File: config.mk
export PLATFORM = sky130hd
export DESIGN_NAME = asr_host
export DESIGN_NICKNAME = d
export VERILOG_FILES = /design/src/hdl/asr_pkg.sv /design/src/hdl/asr_timer.sv /design/src/hdl/asr_host.sv
export SDC_FILE = /design/constraint.sdc
export NUM_CORES = 1
export LEC_CHECK = 0
export BUFFER_PORTS_ARGS = -buffer_cell sky130_fd_sc_hd__buf_2
export CAP_MARGIN = 20
export CORE_ASPECT_RATIO = 2
export CORE_MARGIN = 5
export CORE_UTILIZATION = 53
export DETAILED_ROUTE_END_ITERATION = 7
export GPL_TIMING_DRIVEN = 1
export PLACE_DENSITY = 0.84
export SLEW_MARGIN = 20
export SYNTH_ARGS = -nofsm -noshare
export SYNTH_HDL_FRONTEND = slang
export SYNTH_SLANG_ARGS = --single-unit
export TNS_END_PERCENT = 5
File: constraint.sdc
create_clock -name i_clk -period 3.1 [get_ports i_clk]
set_input_delay 0 -clock i_clk [delete_from_list [all_inputs] [get_ports i_clk]]
set_output_delay 0 -clock i_clk [all_outputs]
set_load 0.01 [all_outputs]
File: src/hdl/asr_pkg.sv
// constants for the static memory host controller
`default_nettype none
package asr_pkg;
  localparam int unsigned ADDR_W       = 13;
  localparam int unsigned DATA_W       = 8;
  localparam int unsigned CLK_PERIOD_NS = 20;
  // slowest grade figures, so any grade is met
  localparam int unsigned READ_CYCLE_NS   = 85;
  localparam int unsigned WRITE_PULSE_NS  = 65;
  localparam int unsigned DATA_SETUP_NS   = 35;
  localparam int unsigned HIZ_NS          = 35;
  // least times round up
  localparam int unsigned READ_CYC  =
    (READ_CYCLE_NS + CLK_PERIOD_NS - 1) / CLK_PERIOD_NS;
  localparam int unsigned WRITE_CYC =
    (WRITE_PULSE_NS + CLK_PERIOD_NS - 1) / CLK_PERIOD_NS;
  localparam int unsigned SETUP_CYC =
    (DATA_SETUP_NS + CLK_PERIOD_NS - 1) / CLK_PERIOD_NS;
  localparam int unsigned HIZ_CYC   =
    (HIZ_NS + CLK_PERIOD_NS - 1) / CLK_PERIOD_NS;
  localparam int unsigned CNT_W = 4;
  localparam logic [CNT_W-1:0] CNT_ONE = 4'h1;
  localparam logic [CNT_W-1:0] CNT_ZERO = 4'h0;
  typedef enum logic [4:0] {
    ST_IDLE  = 5'h01,
    ST_SETUP = 5'h02,
    ST_WRITE = 5'h04,
    ST_READ  = 5'h08,
    ST_TURN  = 5'h10
  } asr_state_t;
endpackage
`default_nettype wire

File: src/hdl/asr_timer.sv
// down counter that pulses when a loaded count has run out
`timescale 1ns/100ps
`default_nettype none
module asr_timer
(
  input  wire logic                          i_clk,
  input  wire logic                          i_resetn,
  input  wire logic                          i_load,
  input  wire logic [asr_pkg::CNT_W-1:0]     i_count,
  output logic                               o_done
);
  logic [asr_pkg::CNT_W-1:0] cnt_reg;
  logic [asr_pkg::CNT_W-1:0] cnt_next;
  logic                      done_reg;
  logic                      done_next;

  // ------------------------------------------------------------
  // count next value
  // ------------------------------------------------------------
  always_comb
  begin
    cnt_next  = cnt_reg;
    done_next = 1'b0;
    if (i_load)
    begin
      cnt_next = i_count;
    end
    else if (cnt_reg != asr_pkg::CNT_ZERO)
    begin
      cnt_next  = cnt_reg - asr_pkg::CNT_ONE;
      done_next = (cnt_reg == asr_pkg::CNT_ONE);
    end
  end

  always_ff @(posedge i_clk or negedge i_resetn)
  begin
    if (!i_resetn)
    begin
      cnt_reg  <= '0;
      done_reg <= 1'b0;
    end
    else
    begin
      cnt_reg  <= cnt_next;
      done_reg <= done_next;
    end
  end

  assign o_done = done_reg;
endmodule
`default_nettype wire

File: src/hdl/asr_host.sv
// host controller driving an 8k x 8 asynchronous static memory
`timescale 1ns/100ps
`default_nettype none
module asr_host
(
  input  wire logic                          i_clk,
  input  wire logic                          i_resetn,
  input  wire logic                          i_req,
  input  wire logic                          i_we,
  input  wire logic [asr_pkg::ADDR_W-1:0]    i_addr,
  input  wire logic [asr_pkg::DATA_W-1:0]    i_wdata,
  output logic                               o_busy,
  output logic                               o_done,
  output logic [asr_pkg::DATA_W-1:0]         o_rdata,
  output logic [asr_pkg::ADDR_W-1:0]         o_mem_addr,
  output logic                               o_chip_select_low_n,
  output logic                               o_chip_select_high,
  output logic                               o_out_en_n,
  output logic                               o_write_n,
  output logic [asr_pkg::DATA_W-1:0]         o_data,
  output logic                               o_data_oe,
  input  wire logic [asr_pkg::DATA_W-1:0]    i_data
);
  asr_pkg::asr_state_t         st_reg;
  asr_pkg::asr_state_t         st_next;
  logic [asr_pkg::ADDR_W-1:0]  addr_reg;
  logic [asr_pkg::ADDR_W-1:0]  addr_next;
  logic [asr_pkg::DATA_W-1:0]  wd_reg;
  logic [asr_pkg::DATA_W-1:0]  wd_next;
  logic [asr_pkg::DATA_W-1:0]  rd_reg;
  logic [asr_pkg::DATA_W-1:0]  rd_next;
  logic                        csl_n_reg;
  logic                        csl_n_next;
  logic                        csh_reg;
  logic                        csh_next;
  logic                        oe_n_reg;
  logic                        oe_n_next;
  logic                        we_n_reg;
  logic                        we_n_next;
  logic                        doe_reg;
  logic                        doe_next;
  logic                        busy_reg;
  logic                        busy_next;
  logic                        done_reg;
  logic                        done_next;
  logic                        tload;
  logic [asr_pkg::CNT_W-1:0]   tcount;
  logic                        tdone;

  // ------------------------------------------------------------
  // phase timer
  // ------------------------------------------------------------
  asr_timer u_timer
  (
    .i_clk    (i_clk),
    .i_resetn (i_resetn),
    .i_load   (tload),
    .i_count  (tcount),
    .o_done   (tdone)
  );

  // ------------------------------------------------------------
  // sequencer next state
  // ------------------------------------------------------------
  always_comb
  begin
    st_next    = st_reg;
    addr_next  = addr_reg;
    wd_next    = wd_reg;
    rd_next    = rd_reg;
    csl_n_next = csl_n_reg;
    csh_next   = csh_reg;
    oe_n_next  = oe_n_reg;
    we_n_next  = we_n_reg;
    doe_next   = doe_reg;
    busy_next  = busy_reg;
    done_next  = 1'b0;
    tload      = 1'b0;
    tcount     = asr_pkg::CNT_ZERO;
    unique case (st_reg)
      asr_pkg::ST_IDLE:
      begin
        if (i_req)
        begin
          // address moves only while deselected and strobe high
          addr_next = i_addr;
          wd_next   = i_wdata;
          busy_next = 1'b1;
          tload     = 1'b1;
          if (i_we)
          begin
            // strobe falls with select so outputs never turn on
            st_next    = asr_pkg::ST_WRITE;
            csl_n_next = 1'b0;
            csh_next   = 1'b1;
            we_n_next  = 1'b0;
            doe_next   = 1'b1;
            tcount     = asr_pkg::CNT_W'(asr_pkg::WRITE_CYC);
          end
          else
          begin
            // address loads on the same edge that select falls
            st_next    = asr_pkg::ST_READ;
            csl_n_next = 1'b0;
            csh_next   = 1'b1;
            oe_n_next  = 1'b0;
            tcount     = asr_pkg::CNT_W'(asr_pkg::READ_CYC);
          end
        end
      end
      asr_pkg::ST_WRITE:
      begin
        if (tdone)
        begin
          // select and strobe rise together; data held two more cycles
          st_next    = asr_pkg::ST_SETUP;
          csl_n_next = 1'b1;
          we_n_next  = 1'b1;
          tload      = 1'b1;
          tcount     = asr_pkg::CNT_ONE;
        end
      end
      asr_pkg::ST_SETUP:
      begin
        if (tdone)
        begin
          // hold after the first rising edge satisfied, now release
          st_next   = asr_pkg::ST_IDLE;
          doe_next  = 1'b0;
          csh_next  = 1'b0;
          busy_next = 1'b0;
          done_next = 1'b1;
        end
      end
      asr_pkg::ST_READ:
      begin
        if (tdone)
        begin
          // sample late in the cycle, strobe stays high throughout
          rd_next    = i_data;
          st_next    = asr_pkg::ST_TURN;
          csl_n_next = 1'b1;
          csh_next   = 1'b0;
          oe_n_next  = 1'b1;
          tload      = 1'b1;
          tcount     = asr_pkg::CNT_W'(asr_pkg::HIZ_CYC);
        end
      end
      asr_pkg::ST_TURN:
      begin
        // wait for the memory to float before anyone drives the bus
        if (tdone)
        begin
          st_next   = asr_pkg::ST_IDLE;
          busy_next = 1'b0;
          done_next = 1'b1;
        end
      end
    endcase
  end

  // ------------------------------------------------------------
  // state registers; pins idle deselected and floating
  // ------------------------------------------------------------
  always_ff @(posedge i_clk or negedge i_resetn)
  begin
    if (!i_resetn)
    begin
      st_reg    <= asr_pkg::ST_IDLE;
      addr_reg  <= '0;
      wd_reg    <= '0;
      rd_reg    <= '0;
      csl_n_reg <= 1'b1;
      csh_reg   <= 1'b0;
      oe_n_reg  <= 1'b1;
      we_n_reg  <= 1'b1;
      doe_reg   <= 1'b0;
      busy_reg  <= 1'b0;
      done_reg  <= 1'b0;
    end
    else
    begin
      st_reg    <= st_next;
      addr_reg  <= addr_next;
      wd_reg    <= wd_next;
      rd_reg    <= rd_next;
      csl_n_reg <= csl_n_next;
      csh_reg   <= csh_next;
      oe_n_reg  <= oe_n_next;
      we_n_reg  <= we_n_next;
      doe_reg   <= doe_next;
      busy_reg  <= busy_next;
      done_reg  <= done_next;
    end
  end

  assign o_busy              = busy_reg;
  assign o_done              = done_reg;
  assign o_rdata             = rd_reg;
  assign o_mem_addr          = addr_reg;
  assign o_chip_select_low_n = csl_n_reg;
  assign o_chip_select_high  = csh_reg;
  assign o_out_en_n          = oe_n_reg;
  assign o_write_n           = we_n_reg;
  assign o_data              = wd_reg;
  assign o_data_oe           = doe_reg;

  // ------------------------------------------------------------
  // checks
  // ------------------------------------------------------------
  chk_strobe_in_read: assert property (@(posedge i_clk) disable iff (!i_resetn)
    !oe_n_reg |-> we_n_reg)
    else $error("write strobe low while output enabled");
  chk_addr_stable: assert property (@(posedge i_clk) disable iff (!i_resetn)
    (!csl_n_reg && !we_n_reg) |=> $stable(addr_reg) || csl_n_reg)
    else $error("address moved during write overlap");
  chk_bus_free_read: assert property (@(posedge i_clk) disable iff (!i_resetn)
    !oe_n_reg |-> !doe_reg)
    else $error("host drives data while memory may");
  chk_write_len: assert property (@(posedge i_clk) disable iff (!i_resetn)
    $fell(we_n_reg) |-> !we_n_reg [*5] ##1 we_n_reg)
    else $error("write pulse length wrong");
  chk_write_end: assert property (@(posedge i_clk) disable iff (!i_resetn)
    $rose(we_n_reg) |-> csl_n_reg && doe_reg)
    else $error("write end or data hold wrong");
  chk_select_fall: assert property (@(posedge i_clk) disable iff (!i_resetn)
    $fell(csl_n_reg) |-> csh_reg ##1 $stable(addr_reg))
    else $error("select fall without stable address");
  chk_strobe_order: assert property (@(posedge i_clk) disable iff (!i_resetn)
    $fell(we_n_reg) |-> $fell(csl_n_reg))
    else $error("strobe fell after select");
  chk_read_sel: assert property (@(posedge i_clk) disable iff (!i_resetn)
    $fell(oe_n_reg) |-> !csl_n_reg [*6] ##1 csl_n_reg)
    else $error("read select window wrong");
endmodule
`default_nettype wire

Yosys cells after proc, flatten, opt, wreduce, memory -nomap -nowiden:

Index checks and enable logic that the tools add are counted.

* $add $sub $neg: 1
* eq/ne operators: 15
* mux-type cells: 35
* reduce and logical (&&, ||, !) cells: 20

Operators with widths (count)
* 5-bit two-way mux: 4
* 5-bit one-hot mux with 4 select lines: 1
* 1-bit two-way mux: 17
* 4-bit AND reduction: 4
* 1-bit one-hot mux with 2 select lines: 7
* 2-bit nonzero test: 7
* 4-bit two-way mux: 3
* 2-bit by 1-bit inequality test with 1-bit output, second input constant: 6
* 3-bit one-hot mux with 3 select lines: 1
* 3-bit AND reduction: 3
* 2-bit inequality test, second input constant: 3
* 2-bit OR reduction: 3
* 5-bit by 1-bit == test with 1-bit output, second input constant: 1
* 5-bit by 2-bit == test with 1-bit output, second input constant: 1
* 5-bit by 3-bit == test with 1-bit output, second input constant: 1
* 5-bit by 4-bit == test with 1-bit output, second input constant: 1
* 5-bit == test, second input constant: 1
* 4-bit by 1-bit == test with 1-bit output, second input constant: 1
* 2-bit AND reduction: 2
* 4-bit nonzero test: 1
* 4-bit by 1-bit subtractor with 4-bit output, second input constant: 1
* 3-bit two-way mux: 1
* 2-bit two-way mux: 1

* bits in registers: 46

Depth between registers and ports, before layout:

Gate-level depths: netlist of the first run.

* word-level depth: 4
* mapped depth: 7

By module:

Synthesis of the first run repeated with hierarchy kept, for this count alone.

* cell total of the unflattened synthesis: 205
* area total of the unflattened synthesis: 2087.0 sq um

Modules (own cells, without submodules)
* asr_host: times used 1, cells each 179, area each 1803.0 sq um
* asr_timer: times used 1, cells each 26, area each 284.0 sq um

Worst setup path after synthesis of the first run:

OpenSTA, ideal clock, no wires.

* kind: register to register
* start: register st_reg[2]
* end: register rd_reg, in the netlist o_rdata[1]
* library setup time: 125 ps
* arrival time: 1563 ps
* path slack: 1412 ps
* stages on the path, launching flop included: 6
* path buffers: 2
* period minus slack after synthesis: 1688 ps
* cell sequence: dfrtp_1 -> buf_6 -> or3_4 -> or2_4 -> buf_6 -> mux2_4

* longest elaborated chain between the ends: 2

Ends and longest elaborated chain
* from (decl): RTL line asr_host.sv:24 `asr_pkg::asr_state_t st_reg;`
* from (signal assigned): RTL line asr_host.sv:169 `st_reg <= asr_pkg::ST_IDLE;`
* from (signal assigned): RTL line asr_host.sv:183 `st_reg <= st_next;`
* 5-bit by 4-bit == test with 1-bit output: RTL line asr_host.sv:80 `unique case (st_reg)`
* 2-bit AND reduction (no line)
* to (signal assigned): RTL line asr_host.sv:186 `rd_reg <= rd_next;`
* to (decl): RTL line asr_host.sv:30 `logic [asr_pkg::DATA_W-1:0] rd_reg;`

Every way passes these cells.
A chain may end at the register's enable or synchronous reset.

Worst setup path in the final report of the first run:

* start: register st_reg[4]
* end: register doe_reg (netlist: o_data_oe)

* longest elaborated chain between the ends: 3
* elaborated cells between the ends (all ways): 8
* classes of those cells: 5 x eq/ne; 1 x mux; 2 x reduce/logical

Ends and longest elaborated chain
* 5-bit by 2-bit == test with 1-bit output or 5-bit by 1-bit == test with 1-bit output (tied branches): RTL line asr_host.sv:80
* 2-bit by 1-bit inequality test with 1-bit output (no line) (tied with other cells)
* 4-bit AND reduction (no line)
* to (signal assigned): RTL line asr_host.sv:191 `doe_reg <= doe_next;`
* to (decl): RTL line asr_host.sv:40 `logic doe_reg;`

Parallel ways exist; a longest one is shown, timed or not.

==> results.py, run 1 <==
metrics = {
    "pwr": {
        "p_int_uw": 1260,
        "pwr-share-comb_pct": 35.1,
        "leakage_uw": 0.00155,
        "p_per_area_mw_per_mm2": 692,
        "p_total_uw": 1930,
        "p_sw_share_pct": 34.8,
        "ir_drop_uv": 416,
        "p_seq_share_pct": 46.7,
        "pwr-share-clk_pct": 18.1,
        "switchingPower_uw": 672,
    },
    "clocking": {
        "cts_tree": "done",
        "postCtsHoldBufs": 32,
        "cts_buffer_depth": 2,
        "cts_resized": 0,
        "ctsHtreeMaxLevel": 2,
        "clk_latency_ns": 0.29,
        "path_clk_slew_ns": 0.09,
        "cts_root_buf": "clkbuf_8",
        "numCtsBuffers": 5,
        "clock_sinks": 46,
        "post_cts_buffers": 0,
    },
    "die": {
        "die_h_um": 97.6,
        "die_x_um": 53.8,
        "core_mm2": 0.00380,
        "start_util_pct": 53.5,
        "die_area_mm2": 0.00525,
        "ios": 69,
        "core.rowCount": 32,
    },
    "run_status": {
        "status": "finished clean",
    },
    "cells_and_area": {
        "utilization_pct": 73.4,
        "syn2layout_area_growth_pct": 37.3,
        "largest_reg_flops": 13,
        "final_common_cell": "nand2_1",
        "multiInputGateArea_um2": 786,
        "diodes": 0,
        "n_fill_cell": 266,
        "seq_area_mm2": 0.00116,
        "finalNetCount": 335,
        "layout_common_cells": "nand2_1, buf_2, dfrtp_1",
        "drive_gt1_share_pct": 31.2,
    },
    "global_routing": {
        "grt_pass1_vias": 1811,
        "antenna_found_initial": 0,
        "grt_max_degree": 47,
        "gr-total-overflow": 0,
        "grt_pass1_wl_um": 8500,
        "gr-usage-all-layers_pct": 22.1,
    },
    "synthesis": {
        "synth_cells": 203,
        "yosys_warnings": 0,
        "ys_types": 37,
        "async_flop_share_pct": 100,
        "yosysSeqAreaShare_pct": 56.8,
        "yosys_register_bits": 46,
        "ys.flop_type": "dfrtp_1",
        "syn_area_per_cell_um2": 10.0,
        "syn_area_mm2": 0.00203,
        "synth.net_count": 238,
        "synth-edff-count": 0,
    },
    "setup_path": {
        "cp-end-kind": "register",
        "start_kind": "register",
        "critPathMaxFanout": 14,
        "reg2regPathDepth": 5,
        "crit_arrival_ns": 2.34,
        "crit_type": "register to register",
        "worstPathRequired_ns": 3.31,
    },
    "worst_hold_path": {
        "hold_class": "input port to asynchronous set/reset pin",
    },
    "timing": {
        "skew_ns": 0.0104,
        "setup-violations-final": 0,
        "fmaxAchievable_ghz": 0.469,
        "slew_violations": 0,
        "hold_viol_final": 0,
        "worstMarginPinSlew_ns": 0.553,
        "min_period_ns": 2.13,
        "slew_headroom_pct": 63.1,
        "setup_tns_ns": 0,
        "rsz0062_at_grt": "false",
        "finalCritPeriodShare_pct": 68.7,
        "holdWs_ns": 0.242,
        "layout_setup_ws_ns": 0.969,
    },
    "drt": {
        "wirelength_um": 5240,
        "viasPerCell": 5.10,
        "ant_nets": 0,
        "via_count": 1794,
        "wl_per_cell_um": 14.9,
        "dr.pass1.iters": 4,
        "drt_iter0_drc": 28,
        "drc": 0,
    },
    "placed_design": {
        "portBuffers": 68,
        "dp_hpwl_um": 3260,
        "finalWeightedCongestion": 0.785,
        "pre_cts_ws_ns": 1.06,
    },
    "flow_run": {
        "cap_violations": 0,
    },
}
[synthesized netlist by cell type (3+ instances only)]
library cell / number / share of area, %
clkbuf_1: 4 / 0.74
nand3_1: 6 / 1.5
inv_1: 6 / 1.1
dfrtp_1: 42 / 52
nand2_1: 72 / 13
nand4_1: 3 / 0.92
dfstp_2: 4 / 5.2
or3b_2: 3 / 1.3
nor2_1: 11 / 2.0
o21ai_0: 6 / 1.5
mux2_4: 7 / 5.2
buf_2: 5 / 1.2
xor2_1: 3 / 1.3
nand3b_1: 3 / 1.1
[per-stage QoR]
step,instance area (µm²),instances
3_5_place_dp,2380,312
6_report,2790,352
4_1_cts,2790,352
5_1_grt,2790,352
3_3_place_gp,2380,312
2_1_floorplan,2030,203
[worst paths after layout]
| check | startpoint | endpoint | slack, ns |
|---|---|---|---|
| worst max-delay path | st_reg[4] | o_data_oe | 0.97 |
| max in group asynchronous | i_resetn | o_write_n | 2.48 |
| min in group i_clk | i_addr[2] | o_mem_addr[2] | 0.44 |
| worst min-delay path | i_resetn | o_data_oe | 0.24 |
| worst min register to register | o_chip_select_low_n | o_chip_select_low_n | 0.46 |
| worst max register to register | st_reg[4] | o_data_oe | 0.97 |
[cells by family after synthesis]
logic type / after synthesis / synth area share [%]
and+or+nand+nor: 107 / 23.7
DFF: 46 / 56.8
AOI/OAI and AO/OA: 18 / 6.15
buffers and inverters: 18 / 4.55
muxes: 9 / 6.21
xor gates and xnor gates: 3 / 1.29
adders and majority gates: 2 / 1.23
[area by class of cell]
class	instances	area share (%)
Sequential cell	46	41.4
Timing Repair Buffer	102	24.3
Clock buffer	6	2.60
Inverter	6	0.806
Multi-Input combinational cell	139	28.1
Tap cell	51	2.28
Clock inverter	2	0.493
[worst max-delay path, stage by stage, from the launching register on]
cell and delay [ns]:
dfrtp_1 0.49, nor2_1 0.39, and4_1 0.59, buf_4 0.29, a21oi_1 0.09, a41oi_1 0.19
[power groups by stage]
stage / registers [µW] / logic, µW / clock network [µW]
3_3_place_gp: 898 / 626 / 0
5_1_grt: 921 / 751 / 385
2_1_floorplan: 889 / 454 / 0
3_5_place_dp: 907 / 643 / 0
6_report: 903 / 679 / 351
4_1_cts: 896 / 677 / 362
[metal layers]
| layer | vias to the layer above | global-route usage, % | part of all wire [%] | wire length, µm |
|---|---|---|---|---|
| met3 | 21 | 3.53 | 3.6 | 191 |
| met2 | 63 | 37.1 | 55 | 2880 |
| met4 | 0 | 13.6 | 4.8 | 251 |
| met1 | 851 | 24.5 | 36 | 1910 |
| li1 | 859 | - | - | - |
| met5 | - | 0 | 0 | 0 |
Power figures use the tool's default switching activity.
==> run 2: changes to the inputs <==
--- a/config.mk
+++ b/config.mk
@@ -9,10 +9,10 @@
 export CAP_MARGIN = 20
 export CORE_ASPECT_RATIO = 2
 export CORE_MARGIN = 5
-export CORE_UTILIZATION = 53
+export CORE_UTILIZATION = 49
 export DETAILED_ROUTE_END_ITERATION = 7
 export GPL_TIMING_DRIVEN = 1
-export PLACE_DENSITY = 0.84
+export PLACE_DENSITY = 0.78
 export SLEW_MARGIN = 20
 export SYNTH_ARGS = -nofsm -noshare
 export SYNTH_HDL_FRONTEND = slang
==> constraint.sdc (replaced) <==
create_clock -name i_clk -period 2 [get_ports i_clk]
set_input_delay 0 -clock i_clk [delete_from_list [all_inputs] [get_ports i_clk]]
set_output_delay 0 -clock i_clk [all_outputs]
set_load 0.01 [all_outputs]
==> results.py, run 2 (same netlist as run 1, synthesis figures left out) <==
metrics = {
    "cells_and_area": {
        "syn2layout_area_growth_pct": 40.3,
        "n_fill_cell": 330,
        "finalNetCount": 340,
        "final_common_cell": "nand2_1",
        "largest_reg_flops": 13,
        "layout_common_cells": "nand2_1, buf_2, dfrtp_1",
        "drive_gt1_share_pct": 32.4,
    },
    "worst_hold_path": {
        "hold_class": "input port to asynchronous set/reset pin",
    },
    "timing": {
        "slew_violations": 0,
        "fmaxAchievable_ghz": 0.578,
        "setup-violations-final": 0,
        "min_period_ns": 1.73,
        "slew_headroom_pct": 62.9,
        "setup_tns_ns": 0,
        "rsz0062_at_grt": "false",
        "hold_viol_final": 0,
        "finalCritPeriodShare_pct": 86.5,
        "worstMarginPinSlew_ns": 0.557,
        "skew_ns": 0.00507,
        "layout_setup_ws_ns": 0.271,
    },
    "die": {
        "die_area_mm2": 0.00562,
        "ios": 69,
        "die_x_um": 55.6,
        "die_h_um": 101,
        "start_util_pct": 50.3,
        "core_mm2": 0.00405,
        "core.rowCount": 33,
    },
    "clocking": {
        "cts_tree": "done",
        "path_clk_slew_ns": 0.08,
        "numCtsBuffers": 5,
        "cts_root_buf": "clkbuf_8",
        "clk_latency_ns": 0.30,
        "clock_sinks": 46,
        "cts_buffer_depth": 2,
        "cts_resized": 0,
        "ctsHtreeMaxLevel": 2,
    },
    "setup_path": {
        "reg2regPathDepth": 3,
        "worst_path_max_delay_cell": "dfrtp_1",
        "crit_chain": "or3_4, or2_4, mux2_4",
        "worstPathRequired_ns": 2.19,
        "r2r-start": "st_reg[1]",
        "r2r-end": "o_rdata[6]",
        "critPathMaxFanout": 11,
        "r2r_setup_slack_ns": 0.27,
        "crit_type": "register to register",
        "endpoint": "o_rdata[6]",
        "start_kind": "register",
        "crit_arrival_ns": 1.92,
        "cpPeakStageDelay_ns": 0.51,
        "cp-end-kind": "register",
        "startpoint": "st_reg[1]",
    },
    "run_status": {
        "status": "finished clean",
    },
    "drt": {
        "ant_nets": 0,
        "drt_iter0_drc": 43,
        "drc": 0,
        "viasPerCell": 5.21,
        "dr.pass1.iters": 5,
        "wirelength_um": 5470,
        "via_count": 1870,
        "wl_per_cell_um": 15.2,
    },
    "placed_design": {
        "dp_hpwl_um": 3580,
        "finalWeightedCongestion": 0.834,
        "portBuffers": 68,
        "pre_cts_ws_ns": 0.301,
    },
    "pwr": {
        "pwr-share-comb_pct": 35.3,
        "switchingPower_uw": 1060,
        "p_int_uw": 2100,
        "p_per_area_mw_per_mm2": 1110,
        "leakage_uw": 0.00158,
        "p_seq_share_pct": 43.3,
        "pwr-share-clk_pct": 21.4,
        "p_sw_share_pct": 33.6,
        "ir_drop_uv": 755,
    },
    "flow_run": {
        "cap_violations": 0,
    },
    "global_routing": {
        "grt_pass1_vias": 1931,
        "gr-total-overflow": 0,
        "grt_max_degree": 47,
        "grt_pass1_wl_um": 9040,
        "gr-usage-all-layers_pct": 21.0,
        "antenna_found_initial": 0,
    },
}
[run 2: changes by cell type in the layout (fill, tap and decap cells not counted), sizes merged]
cell | previous run | this run
diode | 0 | 1
clkinvlp | 0 | 1
bufinv | 0 | 1
buf | 70 | 75
clkinv | 2 | 0
[run 2: worst min path at each step]
stage          startpoint             end  slack (ns)  depth (start not counted)
2_1_floorplan    i_resetn          o_busy       -0.30                          0
3_3_place_gp     i_resetn       o_data[7]        0.11                          2
3_5_place_dp     i_resetn       o_data[7]        0.11                          2
4_1_cts          i_resetn          o_done        0.33                          3
5_1_grt          i_resetn  o_mem_addr[10]        0.41                          3
6_report         i_resetn       st_reg[1]        0.34                          3
[run 2: cell type report]
class	instances	area, µm²	area share (%)
inverters	6	22.5	0.789
diodes	1	2.50	0.0876
well taps	52	65.1	2.28
repair buffers	107	713	25.0
clock inverters	2	37.5	1.31
multi-input cells	139	786	27.5
flip-flops and latches	46	1160	40.5
clock buffers	6	72.6	2.54
[run 2: power groups by stage]
| stage | clock network, µW | registers, µW | logic, µW |
|---|---|---|---|
| after floorplan | 0 | 1380 | 704 |
| after global placement | 0 | 1370 | 1020 |
| after detailed placement | 0 | 1380 | 1060 |
| after CTS | 698 | 1360 | 1110 |
| after global routing | 732 | 1400 | 1230 |
| final | 675 | 1370 | 1120 |
[run 2: per-stage QoR]
stage | hold slack, ns | total power (µW) | area [µm²] | instances | util, %
3_5_place_dp | 0.111 | 2440 | 2420 | 318 | 59.9
6_report | 0.336 | 3160 | 2860 | 359 | 70.6
2_1_floorplan | -0.296 | 2080 | 2030 | 203 | -
5_1_grt | 0.413 | 3360 | 2850 | 358 | 70.5
4_1_cts | 0.328 | 3170 | 2850 | 358 | 70.5
3_3_place_gp | 0.112 | 2390 | 2420 | 318 | 59.9
[run 2: what timing repair did]
action | 4_1_cts | 5_1_grt
setup buffers | 0 | 0
hold endpoints to repair | 73 | 0
hold buffers | 32 | 0
[run 2: routing by layer]
metal,vias up,share of wire (%),global-route usage (%)
met3,23,5.0,5.38
met1,905,34,20.4
met4,0,5.0,13.9
met2,74,56,38.5
met5,-,0,0
li1,868,-,-
[run 2: worst max-delay path, delay by kind of cell (launching register included)]
kind             cells  cell delay (ns)
AND/OR/NAND/NOR      2             0.79
flip-flops           1             0.51
multiplexers         1             0.32
